`src/hw/hsb_regs.svh`:
```
// register offsets, reset values and timing constants for the slot B configuration bank
`ifndef HSB_REGS_SVH
`define HSB_REGS_SVH

// ****************************************************************
// register offsets
// ****************************************************************
`define HSB_ADDR_HIGH_CFG 8'h04
`define HSB_ADDR_LOW_CFG 8'h05
`define HSB_ADDR_SYS_CFG 8'h06
`define HSB_ADDR_IRQ_STATUS 8'h07

// ****************************************************************
// reset values
// ****************************************************************
`define HSB_CHAN_CFG_RESET 8'h01
`define HSB_SYS_CFG_RESET 8'h00
`define HSB_STATUS_RESET 8'h00
`define HSB_READ_UNMAPPED 8'h00

// ****************************************************************
// timing
// ****************************************************************
`define HSB_CLK_PERIOD_NS 10
`define HSB_TICK_NS 500000
`define HSB_FAST_OFF_NS 15000
`define HSB_RETRY_FACTOR 12'h064
`define HSB_CL_MAX 4'hF

`endif

```
`src/hw/hsb_pkg.sv`:
```
// types shared by the slot B configuration bank and its fault timers
`default_nettype none

package hsb_pkg;

	// ****************************************************************
	// register layouts
	// ****************************************************************
	typedef struct packed {
		logic bleed_connect;
		logic discharge_gate;
		logic enable;
		logic [4:0] fault_time;
	} hsb_chan_cfg_s;

	typedef struct packed {
		logic cross_link_disable;
		logic slot_b_irq_mask;
		logic slot_a_irq_mask;
		logic inrush_boost;
		logic low_rail_oring_enable;
		logic spare;
		logic fault_retry_mode;
		logic pulldown_test;
	} hsb_sys_cfg_s;

	// ****************************************************************
	// synchronised comparator and pin levels
	// ****************************************************************
	typedef struct packed {
		logic high_out_low;
		logic low_out_low;
		logic high_overcurrent;
		logic low_overcurrent;
		logic high_pg;
		logic low_pg;
		logic high_below_limit;
		logic low_reverse;
		logic low_enable_pin;
	} hsb_sense_s;

	typedef enum logic {
		HSB_FT_RUN,
		HSB_FT_OFF
	} hsb_ft_state_e;

endpackage : hsb_pkg

`default_nettype wire

```
`src/hw/hsb_config.sv`:
```
// slot B channel configuration, system configuration and interrupt latch
`default_nettype none
`include "hsb_regs.svh"

module hsb_config
	import hsb_pkg::*;
#(
	parameter int TICK_CYCLES = `HSB_TICK_NS / `HSB_CLK_PERIOD_NS
) (
	// clock and reset
	input wire logic mclk_in,
	input wire logic nrst_in,
	// register port from the serial management front end
	input wire logic [7:0] reg_addr_in,
	input wire logic reg_wr_in,
	input wire logic reg_rd_in,
	input wire logic [7:0] reg_wdata_in,
	output logic [7:0] reg_rdata_out,
	// analog comparators and pins, asynchronous
	input wire logic b_high_rail_output_low_in,
	input wire logic b_low_rail_output_low_in,
	input wire logic b_high_rail_overcurrent_in,
	input wire logic b_low_rail_overcurrent_in,
	input wire logic b_high_rail_pg_in,
	input wire logic b_low_rail_pg_in,
	input wire logic b_high_rail_below_limit_in,
	input wire logic b_low_rail_reverse_in,
	input wire logic b_low_rail_enable_pin_in,
	// slot A and shared logic, same clock
	input wire logic [3:0] slot_a_status_set_in,
	input wire logic [3:0] high_rail_current_limit_code_in,
	// slot B drives
	output logic b_pass_gate_out,
	output logic b_block_gate_out,
	output logic b_fast_pulldown_out,
	output logic b_low_rail_gate_out,
	output logic b_high_rail_bleed_connect_out,
	output logic b_low_rail_bleed_connect_out,
	output logic [3:0] b_high_rail_current_limit_code_out,
	// system settings for slot A and interrupt pin
	output hsb_sys_cfg_s sys_config_out,
	output logic irq_out_n
);

	localparam logic [10:0] FAST_CYCLES = 11'(`HSB_FAST_OFF_NS / `HSB_CLK_PERIOD_NS);

	// ****************************************************************
	// input synchronisers
	// ****************************************************************
	// every comparator is treated as asynchronous to mclk_in
	hsb_sense_s raw, sync1, sense;

	assign raw = '{b_high_rail_output_low_in, b_low_rail_output_low_in,
		b_high_rail_overcurrent_in, b_low_rail_overcurrent_in, b_high_rail_pg_in,
		b_low_rail_pg_in, b_high_rail_below_limit_in, b_low_rail_reverse_in,
		b_low_rail_enable_pin_in};

	always_ff @(posedge mclk_in or negedge nrst_in) begin
		if (!nrst_in) begin
			sync1 <= '0;
			sense <= '0;
		end else begin
			sync1 <= raw;
			sense <= sync1;
		end
	end

	// ****************************************************************
	// 0.5 ms timebase
	// ****************************************************************
	logic [15:0] tick_cnt, next_tick_cnt;
	logic tick, next_tick;
	// one registered pulse feeds both timers so they step together

	always_comb begin
		next_tick = 1'b0;
		next_tick_cnt = tick_cnt + 16'h0001;
		if (tick_cnt >= 16'(TICK_CYCLES - 1)) begin
			next_tick_cnt = 16'h0000;
			next_tick = 1'b1;
		end
	end

	always_ff @(posedge mclk_in or negedge nrst_in) begin
		if (!nrst_in) begin
			tick_cnt <= 16'h0000;
			tick <= 1'b0;
		end else begin
			tick_cnt <= next_tick_cnt;
			tick <= next_tick;
		end
	end

	// ****************************************************************
	// register bank
	// ****************************************************************
	hsb_chan_cfg_s cfg_high, next_cfg_high;
	hsb_chan_cfg_s cfg_low, next_cfg_low;
	hsb_sys_cfg_s sys, next_sys;
	logic [7:0] status, next_status, status_set;
	logic [7:0] next_rdata;
	logic next_irq_n;
	logic high_fault, low_fault;
	logic [1:0] pg_prev, next_pg_prev;

	assign next_pg_prev = {sense.high_pg, sense.low_pg};
	// power-good loss is a falling edge of the comparator level
	assign status_set = {low_fault, pg_prev[0] & ~sense.low_pg,
		high_fault, pg_prev[1] & ~sense.high_pg, slot_a_status_set_in};

	// ****************************************************************
	// interrupt pin
	// ****************************************************************
	logic slot_a_pending, slot_b_pending;

	// the pin follows the latch, so unmasking asserts any bit still pending
	assign slot_a_pending = (|status[3:0]) & ~sys.slot_a_irq_mask;
	assign slot_b_pending = (|status[7:4]) & ~sys.slot_b_irq_mask;

	always_comb begin
		next_cfg_high = cfg_high;
		next_cfg_low = cfg_low;
		next_sys = sys;
		next_status = status;
		next_rdata = reg_rdata_out;
		if (reg_wr_in) begin
			case (reg_addr_in)
				`HSB_ADDR_HIGH_CFG: next_cfg_high = hsb_chan_cfg_s'(reg_wdata_in);
				`HSB_ADDR_LOW_CFG: next_cfg_low = hsb_chan_cfg_s'(reg_wdata_in);
				// spare bit is stored as written; software keeps it zero
				`HSB_ADDR_SYS_CFG: next_sys = hsb_sys_cfg_s'(reg_wdata_in);
				// status is read-only; writes to it are dropped
				default: ;
			endcase
		end
		if (reg_rd_in) begin
			case (reg_addr_in)
				`HSB_ADDR_HIGH_CFG: next_rdata = cfg_high;
				`HSB_ADDR_LOW_CFG: next_rdata = cfg_low;
				`HSB_ADDR_SYS_CFG: next_rdata = sys;
				`HSB_ADDR_IRQ_STATUS: begin
					next_rdata = status;
					next_status = `HSB_STATUS_RESET;
				end
				default: next_rdata = `HSB_READ_UNMAPPED;
			endcase
		end
		// an event in the read cycle survives the clear
		next_status = next_status | status_set;
		next_irq_n = ~(slot_a_pending | slot_b_pending);
	end

	always_ff @(posedge mclk_in or negedge nrst_in) begin
		if (!nrst_in) begin
			cfg_high <= `HSB_CHAN_CFG_RESET;
			cfg_low <= `HSB_CHAN_CFG_RESET;
			sys <= `HSB_SYS_CFG_RESET;
			status <= `HSB_STATUS_RESET;
			reg_rdata_out <= `HSB_READ_UNMAPPED;
			irq_out_n <= 1'b1;
			pg_prev <= 2'h0;
		end else begin
			cfg_high <= next_cfg_high;
			cfg_low <= next_cfg_low;
			sys <= next_sys;
			status <= next_status;
			reg_rdata_out <= next_rdata;
			irq_out_n <= next_irq_n;
			pg_prev <= next_pg_prev;
		end
	end

	assign sys_config_out = sys;
	// bleed switches follow the register bits with no extra delay
	assign b_high_rail_bleed_connect_out = cfg_high.bleed_connect;
	assign b_low_rail_bleed_connect_out = cfg_low.bleed_connect;

	// ****************************************************************
	// fault timers
	// ****************************************************************
	logic high_gate, next_high_gate;
	logic low_gate, next_low_gate;
	logic high_off, low_off, low_restart;
	logic low_chan_en;

	// only a low rail restart locks the high rail, so the high restart pulse is unused
	assign low_chan_en = cfg_low.enable & sense.low_enable_pin;

	hsb_fault_timer u_high_timer (
		.mclk_in(mclk_in),
		.nrst_in(nrst_in),
		.tick_in(tick),
		.code_in(cfg_high.fault_time),
		.retry_mode_in(sys.fault_retry_mode),
		.chan_en_in(cfg_high.enable),
		.overcurrent_in(sense.high_overcurrent & high_gate),
		.off_out(high_off),
		.fault_out(high_fault),
		.restart_out()
	);

	hsb_fault_timer u_low_timer (
		.mclk_in(mclk_in),
		.nrst_in(nrst_in),
		.tick_in(tick),
		.code_in(cfg_low.fault_time),
		.retry_mode_in(sys.fault_retry_mode),
		.chan_en_in(low_chan_en),
		.overcurrent_in(sense.low_overcurrent & low_gate),
		.off_out(low_off),
		.fault_out(low_fault),
		.restart_out(low_restart)
	);

	// ****************************************************************
	// gate control
	// ****************************************************************
	logic high_lock, next_high_lock;
	logic high_want, low_want;
	logic cross_off, high_blocked, reverse_off;
	logic [10:0] fast_cnt, next_fast_cnt;
	logic next_fast_out;
	logic boost, next_boost;
	logic [3:0] next_limit;

	always_comb begin
		// a low rail timeout also drops the high rail unless cross link is disabled
		cross_off = ~sys.cross_link_disable & low_off;
		// the restart pulse covers the cycle before the lock flip-flop is set
		high_blocked = high_lock | low_restart;
		high_want = cfg_high.enable & ~sys.pulldown_test & ~high_blocked & ~high_off
			& ~cross_off;
		reverse_off = sys.low_rail_oring_enable & sense.low_reverse;
		low_want = low_chan_en & ~low_off & ~reverse_off;
		// once on, the gate stays on while wanted; discharge check only gates turn-on
		next_high_gate = high_want
			& (high_gate | ~cfg_high.discharge_gate | sense.high_out_low);
		next_low_gate = low_want
			& (low_gate | ~cfg_low.discharge_gate | sense.low_out_low);
		// lock clears only while software holds the enable bit low
		next_high_lock = (high_lock & cfg_high.enable) | low_restart;
		// a new turn-off restarts the window; overlapping pulses do not add up
		next_fast_cnt = fast_cnt;
		if (high_gate && !next_high_gate) begin
			next_fast_cnt = FAST_CYCLES;
		end else if (fast_cnt != 11'h000) begin
			next_fast_cnt = fast_cnt - 11'h001;
		end
		next_fast_out = sys.pulldown_test | (next_fast_cnt != 11'h000);
		// boost covers each turn-on only; a later dip does not bring it back
		next_boost = sys.inrush_boost & next_high_gate
			& (~high_gate | (boost & ~sense.high_below_limit));
		next_limit = next_boost ? `HSB_CL_MAX : high_rail_current_limit_code_in;
	end

	always_ff @(posedge mclk_in or negedge nrst_in) begin
		if (!nrst_in) begin
			high_gate <= 1'b0;
			low_gate <= 1'b0;
			high_lock <= 1'b0;
			fast_cnt <= 11'h000;
			b_fast_pulldown_out <= 1'b0;
			boost <= 1'b0;
			b_high_rail_current_limit_code_out <= 4'h0;
		end else begin
			high_gate <= next_high_gate;
			low_gate <= next_low_gate;
			high_lock <= next_high_lock;
			fast_cnt <= next_fast_cnt;
			b_fast_pulldown_out <= next_fast_out;
			boost <= next_boost;
			b_high_rail_current_limit_code_out <= next_limit;
		end
	end

	// both high rail gate pins share one drive; ORing control is handled elsewhere
	assign b_pass_gate_out = high_gate;
	assign b_block_gate_out = high_gate;
	assign b_low_rail_gate_out = low_gate;

endmodule : hsb_config

`default_nettype wire

```
`src/hw/hsb_fault_timer.sv`:
```
// per-channel fault timer with latch-off or timed retry
`default_nettype none
`include "hsb_regs.svh"

module hsb_fault_timer
	import hsb_pkg::*;
(
	// clock and reset
	input wire logic mclk_in,
	input wire logic nrst_in,
	// timebase and settings
	input wire logic tick_in,
	input wire logic [4:0] code_in,
	input wire logic retry_mode_in,
	// channel state
	input wire logic chan_en_in,
	input wire logic overcurrent_in,
	// results
	output logic off_out,
	output logic fault_out,
	output logic restart_out
);

	// ****************************************************************
	// state
	// ****************************************************************
	hsb_ft_state_e state, next_state;
	logic [11:0] cnt, next_cnt;
	logic [11:0] fault_target;
	logic [11:0] retry_target;
	logic next_fault, next_restart;

	assign fault_target = {7'h00, code_in};
	assign retry_target = 12'(`HSB_RETRY_FACTOR * {7'h00, code_in});
	assign off_out = (state == HSB_FT_OFF);

	always_comb begin
		next_state = state;
		next_cnt = cnt;
		next_fault = 1'b0;
		next_restart = 1'b0;
		case (state)
			HSB_FT_RUN: begin
				// counting restarts whenever the overcurrent goes away
				if (!chan_en_in || !overcurrent_in) begin
					next_cnt = 12'h000;
				end else if (tick_in) begin
					if (cnt + 12'h001 >= fault_target) begin
						next_fault = 1'b1;
						next_state = HSB_FT_OFF;
						next_cnt = 12'h000;
					end else begin
						next_cnt = cnt + 12'h001;
					end
				end
			end
			HSB_FT_OFF: begin
				// cycling the enable clears a latched-off channel
				if (!chan_en_in) begin
					next_state = HSB_FT_RUN;
					next_cnt = 12'h000;
				end else if (retry_mode_in && tick_in) begin
					if (cnt + 12'h001 >= retry_target) begin
						next_restart = 1'b1;
						next_state = HSB_FT_RUN;
						next_cnt = 12'h000;
					end else begin
						next_cnt = cnt + 12'h001;
					end
				end
			end
			default: begin
				next_state = HSB_FT_RUN;
				next_cnt = 12'h000;
			end
		endcase
	end

	always_ff @(posedge mclk_in or negedge nrst_in) begin
		if (!nrst_in) begin
			state <= HSB_FT_RUN;
			cnt <= 12'h000;
			fault_out <= 1'b0;
			restart_out <= 1'b0;
		end else begin
			state <= next_state;
			cnt <= next_cnt;
			fault_out <= next_fault;
			restart_out <= next_restart;
		end
	end

endmodule : hsb_fault_timer

`default_nettype wire

```
`config.mk`:
```
export PLATFORM = sky130hd
export DESIGN_NAME = hsb_config
export DESIGN_NICKNAME = d
export VERILOG_FILES = /design/src/hw/hsb_pkg.sv /design/src/hw/hsb_config.sv /design/src/hw/hsb_fault_timer.sv
export VERILOG_INCLUDE_DIRS = /design/src /design/src/hw
export SDC_FILE = /design/constraint.sdc
export NUM_CORES = 1
export LEC_CHECK = 0
export BUFFER_PORTS_ARGS = -buffer_cell sky130_fd_sc_hd__buf_2
export CORE_ASPECT_RATIO = 1.4
export CORE_MARGIN = 4
export CORE_UTILIZATION = 50
export CTS_BUF_LIST = sky130_fd_sc_hd__clkbuf_8
export CTS_CLUSTER_SIZE = 10
export DETAILED_ROUTE_END_ITERATION = 10
export MAX_ROUTING_LAYER = met4
export PLACE_DENSITY = 0.69
export SLEW_MARGIN = 20
export SYNTH_ARGS = -nofsm -noshare
export SYNTH_HDL_FRONTEND = slang
export SYNTH_SLANG_ARGS = --single-unit
```
`constraint.sdc`:
```
create_clock -name mclk_in -period 4.57 [get_ports mclk_in]
set_clock_uncertainty 0.15 [all_clocks]
set_input_delay 0.914 -clock mclk_in [delete_from_list [all_inputs] [get_ports mclk_in]]
set_output_delay 0.914 -clock mclk_in [all_outputs]
set_load 0.02 [all_outputs]
```
# ---- After elaboration in Yosys (flattened, before gate mapping)
# Cells that the tools add are included.
dict set report op_classes {
  add_sub_neg 4
  multipliers 2
  order_cmp 5
  eq_ne 8
  mux 42
  bitwise_logic 47
  n_reduce_logical 18
}
# op count
set op_table {}
lappend op_table {{$mux W12} 12}
lappend op_table {{$pmux W12 S2} 2}
lappend op_table {{$eq A8 B3 Y1 const B} 4}
lappend op_table {{$pmux W8 S4} 1}
lappend op_table {{$add A12 B1 Y12 const B} 2}
lappend op_table {{$ge A12 B12 Y1} 2}
lappend op_table {{$ge A12 B5 Y1} 2}
lappend op_table {{$mux W11} 2}
lappend op_table {{$reduce_bool A11 Y1} 2}
lappend op_table {{$and A1 B1 Y1} 21}
lappend op_table {{$mul A5 B5 Y10 const A} 2}
lappend op_table {{$mux W1} 19}
lappend op_table {{$add A16 B1 Y16 const B} 1}
lappend op_table {{$ge A16 B16 Y1 const B} 1}
lappend op_table {{$mux W16} 1}
lappend op_table {{$mux W8} 2}
lappend op_table {{$not A1 Y1} 16}
lappend op_table {{$sub A11 B1 Y11 const B} 1}
lappend op_table {{$reduce_and A2 Y1} 5}
lappend op_table {{$or A1 B1 Y1} 9}
lappend op_table {{$or A8 B8 Y8} 1}
lappend op_table {{$reduce_or A4 Y1} 2}
lappend op_table {{$ne A3 B2 Y1 const B} 2}
lappend op_table {{$ne A3 B3 Y1 const B} 2}
lappend op_table {{other kinds (5)} 12}
dict set report totals {
  ff_bits 127
  inputBits 37
  out_inout_bits 27
  wordCells 180
}

# ---- Logic depth before layout (Yosys ltp)
dict set report logic_depth {
  depth_word 11
  mapped_depth 17
  depth_no_buf 17
}

# ---- Modules after synthesis
# From an unflattened synthesis, not the netlist that was laid out.
dict set report hier_totals {
  cells_unflattened 742
  area_unflattened_um2 7706.1
}
# module instances cells_per_inst area_each_um2 seq_area_each_um2
set by_module_without_submodules {}
lappend by_module_without_submodules {hsb_config 1 328 4110.2 2456.1}
lappend by_module_without_submodules {hsb_fault_timer 2 207 1798.0 375.4}

# ---- Least setup slack after synthesis
# Ideal clock, no wire load.
dict set report synth_path {
  kind {reg-to-reg}
  startpoint {register cfg_low[1] (netlist name)}
  endpoint {register u_low_timer.cnt[0]}
  setup_ps 125
  arrival_ps 3318
  required_ps 4295
  path_slack_ps 978
  path_stages_with_launch 17
  n_path_buf 0
  synth_period_minus_slack_ps 3592
  path_cell_list {dfrtp_1 ha_1 ha_1 ha_1 a21o_1 a21oi_1 nor2b_1 o21ai_0 xnor2_1 ha_1 nand2_1 o21a_1 nand4_1 o221ai_1 a31oi_1 inv_2 mux2_2}
}
dict set report synth_between {
  elab_chain_len 6
  word_cells_on_any_way 10
  classes_between {mul (1); order compare (2); mux (7)}
}
# item line_no
set synth_rtl {}
lappend synth_rtl {{start, declared} hsb_config.sv:98} ;# hsb_chan_cfg_s cfg_low, next_cfg_low;
lappend synth_rtl {{start signal, assigned} hsb_config.sv:156} ;# cfg_low <= `HSB_CHAN_CFG_RESET;
lappend synth_rtl {{start signal, assigned} hsb_config.sv:164} ;# cfg_low <= next_cfg_low;
lappend synth_rtl {{$mul A5 B5 Y10 (no line)} --}
lappend synth_rtl {{$ge A12 B12 Y1} hsb_fault_timer.sv:63} ;# if (cnt + 12'h001 >= retry_target) begin
lappend synth_rtl {{$mux W12} hsb_fault_timer.sv:63}
lappend synth_rtl {{$mux W12} hsb_fault_timer.sv:62} ;# end else if (retry_mode_in && tick_in) begin
lappend synth_rtl {{$mux W12} hsb_fault_timer.sv:59} ;# if (!chan_en_in) begin
lappend synth_rtl {{$pmux W12 S2 *} hsb_fault_timer.sv:42} ;# case (state)
lappend synth_rtl {{end signal, assigned} hsb_fault_timer.sv:87} ;# cnt <= next_cnt;
lappend synth_rtl {{end, declared} hsb_fault_timer.sv:28} ;# logic [11:0] cnt, next_cnt;
# Every way passes the cells marked *; elsewhere a longest branch is shown, timed or not. The select of a mux whose other input is x is not followed.
# A chain may end at the register's enable or synchronous reset.

# ---- Worst setup path in the final report
# Ends and elaborated chain as after synthesis.

==> summary.txt <==
Synth
  – Seq/Total Area, Yosys: 0.451
  – Yosys cell types: 69
  – Syn Std Cell Area: 7060 um^2
  – Yosys reg bits: 127
  – Largest cells by area after synthesis: dfrtp_1 44%, ha_1 11%, mux2_2 3.8%, xor2_1 3.5%, xnor2_1 3.3%
  – Cells after Synth: 669
  – Post-synth top area share: 0.439
  – Mapped Nets: roughly 770
  – Most frequent cells after synthesis: 124 x dfrtp_1, 63 x ha_1, 59 x nor2_1, 45 x nand2_1, 37 x inv_1
  – Number of flops mapped to enable cells by yosys: 0
  – Syn. warnings: 0
  – Most frequent cell after synthesis: dfrtp_1
  – FFs w/ async S/R, synth: 1.00
  – Leading area contributor after synthesis: dfrtp_1
  – Syn_area_per_cell: 10.6 um^2
  – Ys flop type: dfrtp_1

GRT
  – Largest net degree at the start of global routing: 70
  – First-pass GRT wire length: 26800 um
  – Initial antenna violation count: 0
  – Vias in the first global route: about 5500
  – Grt ovf: 0
  – Global Route Usage Sum: 0.220

Timing
  – Fin crit share: 0.854
  – Pins Over Slew Limit: 0
  – Relative slew slack: 0.489
  – # setup viols final: 0
  – Tmin final: 3.90 ns
  – Tightest Pin Transition: 0.758 ns
  – TNS Setup: 0 ns
  – Final hold violations: 0
  – Unrepaired setup endpoints after global routing: no
  – Fmax: roughly 0.26 GHz

Clock network
  – # Post-CTS Setup Buffers: 0
  – Worst-path clk slew: 0.08 ns
  – Clock Latency Late Sink: 0.45 ns
  – CTS resizes: 0
  – H-tree Lvls: 4
  – Clock buffer depth: 2
  – CTS tree: yes
  – CTS Buf Count: 17
  – CTS root buf: clkbuf_8
  – Hold_buf cts: 0
  – Sink Count: around 130

Run status
  – Run status: finished, final reports clean

Setup path
  – Nature of the critical path endpoint: flop
  – Arrival time at the worst endpoint: 4.09 ns
  – CP Max Fanout: 8
  – Crit Path Class: flop to flop
  – Startpoint types: flop
  – Critical Path Start: cfg_low[1]
  – Req. time, crit path: approximately 4.8 ns
  – Reg-to-Reg Start: cfg_low[1]

Placement
  – DP HPWL: 12200 um
  – Routability cong.: 0.875
  – Buffers added on ports: 63

Floorplanning
  – # rows: 51
  – Die width: 108 um
  – Die Ht: between 100 and 150 um
  – I/O pin count: 64
  – Die ar.: 16100 um^2
  – Initial Utilization: 0.508
  – Core footprint: 13900 um^2

Pwr
  – Flop pwr share: 0.500
  – Clk network pwr share: 0.359
  – Comb pwr share: 0.141
  – VDD IR max: ~0.20 mV
  – Switch share: 0.290
  – Pint: roughly 1.8 mW
  – Power per Cell Area: 323 nW/um^2
  – Total chip power: 2.56 mW
  – Leakage power: 3.84 nW
  – Psw: 740 uW

Drt
  – Final wirelength: 15900 um
  – Vias per cell: 5.61
  – Initial DRC count: 208
  – First-pass iteration count of the detailed router: 6
  – Vias: 5231
  – Routed Antenna Nets: 0
  – Wirelength per Cell: 17.1 um
  – DR DRC count: 0

Flow run
  – Max_cap viols: 0

Finish
  – Ratio of cells with drive above 1 in the final layout: 0.185
  – Final #Nets: 836
  – Ant diodes: 0
  – Fill count: 1288
  – Area Overhead vs Synth: 12.2%

Min path
  – Worst min path class: flop to flop
  – Hold Path Origin: sync1[1]
-- power by group through the flow --
stage	Sequential (mW)	Combinational, mW	Clock [mW]
after floorplan	1.29	0.236	0
after global placement	1.29	0.346	0
after detailed placement	1.30	0.361	0
after CTS	1.28	0.364	0.937
after global routing	1.29	0.408	0.997
final	1.28	0.359	0.918
-- cell families after synthesis --
family	Yosys count	share of synthesized area
xor+xnor	55	0.0682
flops	127	0.451
mux	30	0.0505
compound gates	123	0.124
buf+inv	57	0.0337
fa+ha+maj	65	0.117
simple gates	212	0.156
-- metrics by stage --
stage               utilization  hold WS (ns)  instances  cell area [um^2]  worst slack [ns]
global placement          0.542         0.183        900              7540             0.788
global route              0.569         0.206        932              7920             0.312
finish                    0.569         0.200        932              7920             0.666
detailed placement        0.542         0.185        900              7540             0.665
CTS                       0.569         0.202        932              7920             0.640
floorplan                     -         0.181        669              7060             0.978
-- worst paths after layout --
check	cells after the start	slack (ns)	end
worst min-delay path	0	0.20	sense[1]
worst max register to register	16	0.67	u_low_timer.cnt[0]
max in group asynchronous	2	3.06	tick_cnt[15]
worst max-delay path	16	0.67	u_low_timer.cnt[0]
worst min register to register	0	0.20	sense[1]
min in group asynchronous	1	0.39	u_high_timer.cnt[3]
-- flip-flops by register name, indices dropped and copies added, names as in the netlist, 2 cells and up --
register / cells
cfg_high: 7
u_high_timer.cnt: 12
reg_rdata_out: 8
sys_config_out: 8
fast_cnt: 11
sense: 7
pg_prev: 2
tick_cnt: 16
sync1: 9
next_pg_prev: 2
b_high_rail_current_limit_code_out: 4
status: 8
cfg_low: 7
u_low_timer.cnt: 12
-- cell usage in the layout (no fill, tap or decap), drive strengths merged, types with 14 or more instances in the layout --
cell	n
dfrtp	124
buf	65
ha	63
nor2	61
nand2	46
inv	42
xor2	28
xnor2	27
mux2	25
o21ai	23
nand3	22
a21o	20
clkbuf	19
a21oi	15
nor3	15
a22o	14
-- routing by layer --
layer,share of wire,global-route usage
met5,0,-
met4,0.031,0.0960
met3,0.030,0.0395
met2,0.53,0.375
met1,0.40,0.251
-- cell type report --
type	count	area, um^2	area share
Inverter	38	143	0.0180
Sequential cell	127	3180	0.402
Timing Repair Buffer	65	345	0.0436
Multi-Input combinational cell	485	3640	0.460
Tap cell	185	231	0.0292
Clock buffer	19	262	0.0330
Clock inverter	13	116	0.0147
-- critical path, cell delays in order, from the launching register on --
cell and delay (ns):
dfrtp_1 0.43, ha_1 0.31, ha_1 0.32, ha_1 0.31
a21o_1 0.18, a21oi_1 0.22, nor2b_1 0.07, o21ai_0 0.19
xnor2_1 0.10, ha_1 0.31, nand2_1 0.06, o21a_1 0.22
nand4_1 0.10, o221ai_1 0.11, a31oi_1 0.31, inv_2 0.14
mux2_2 0.28
No activity file was read; power rests on OpenSTA's default activity.
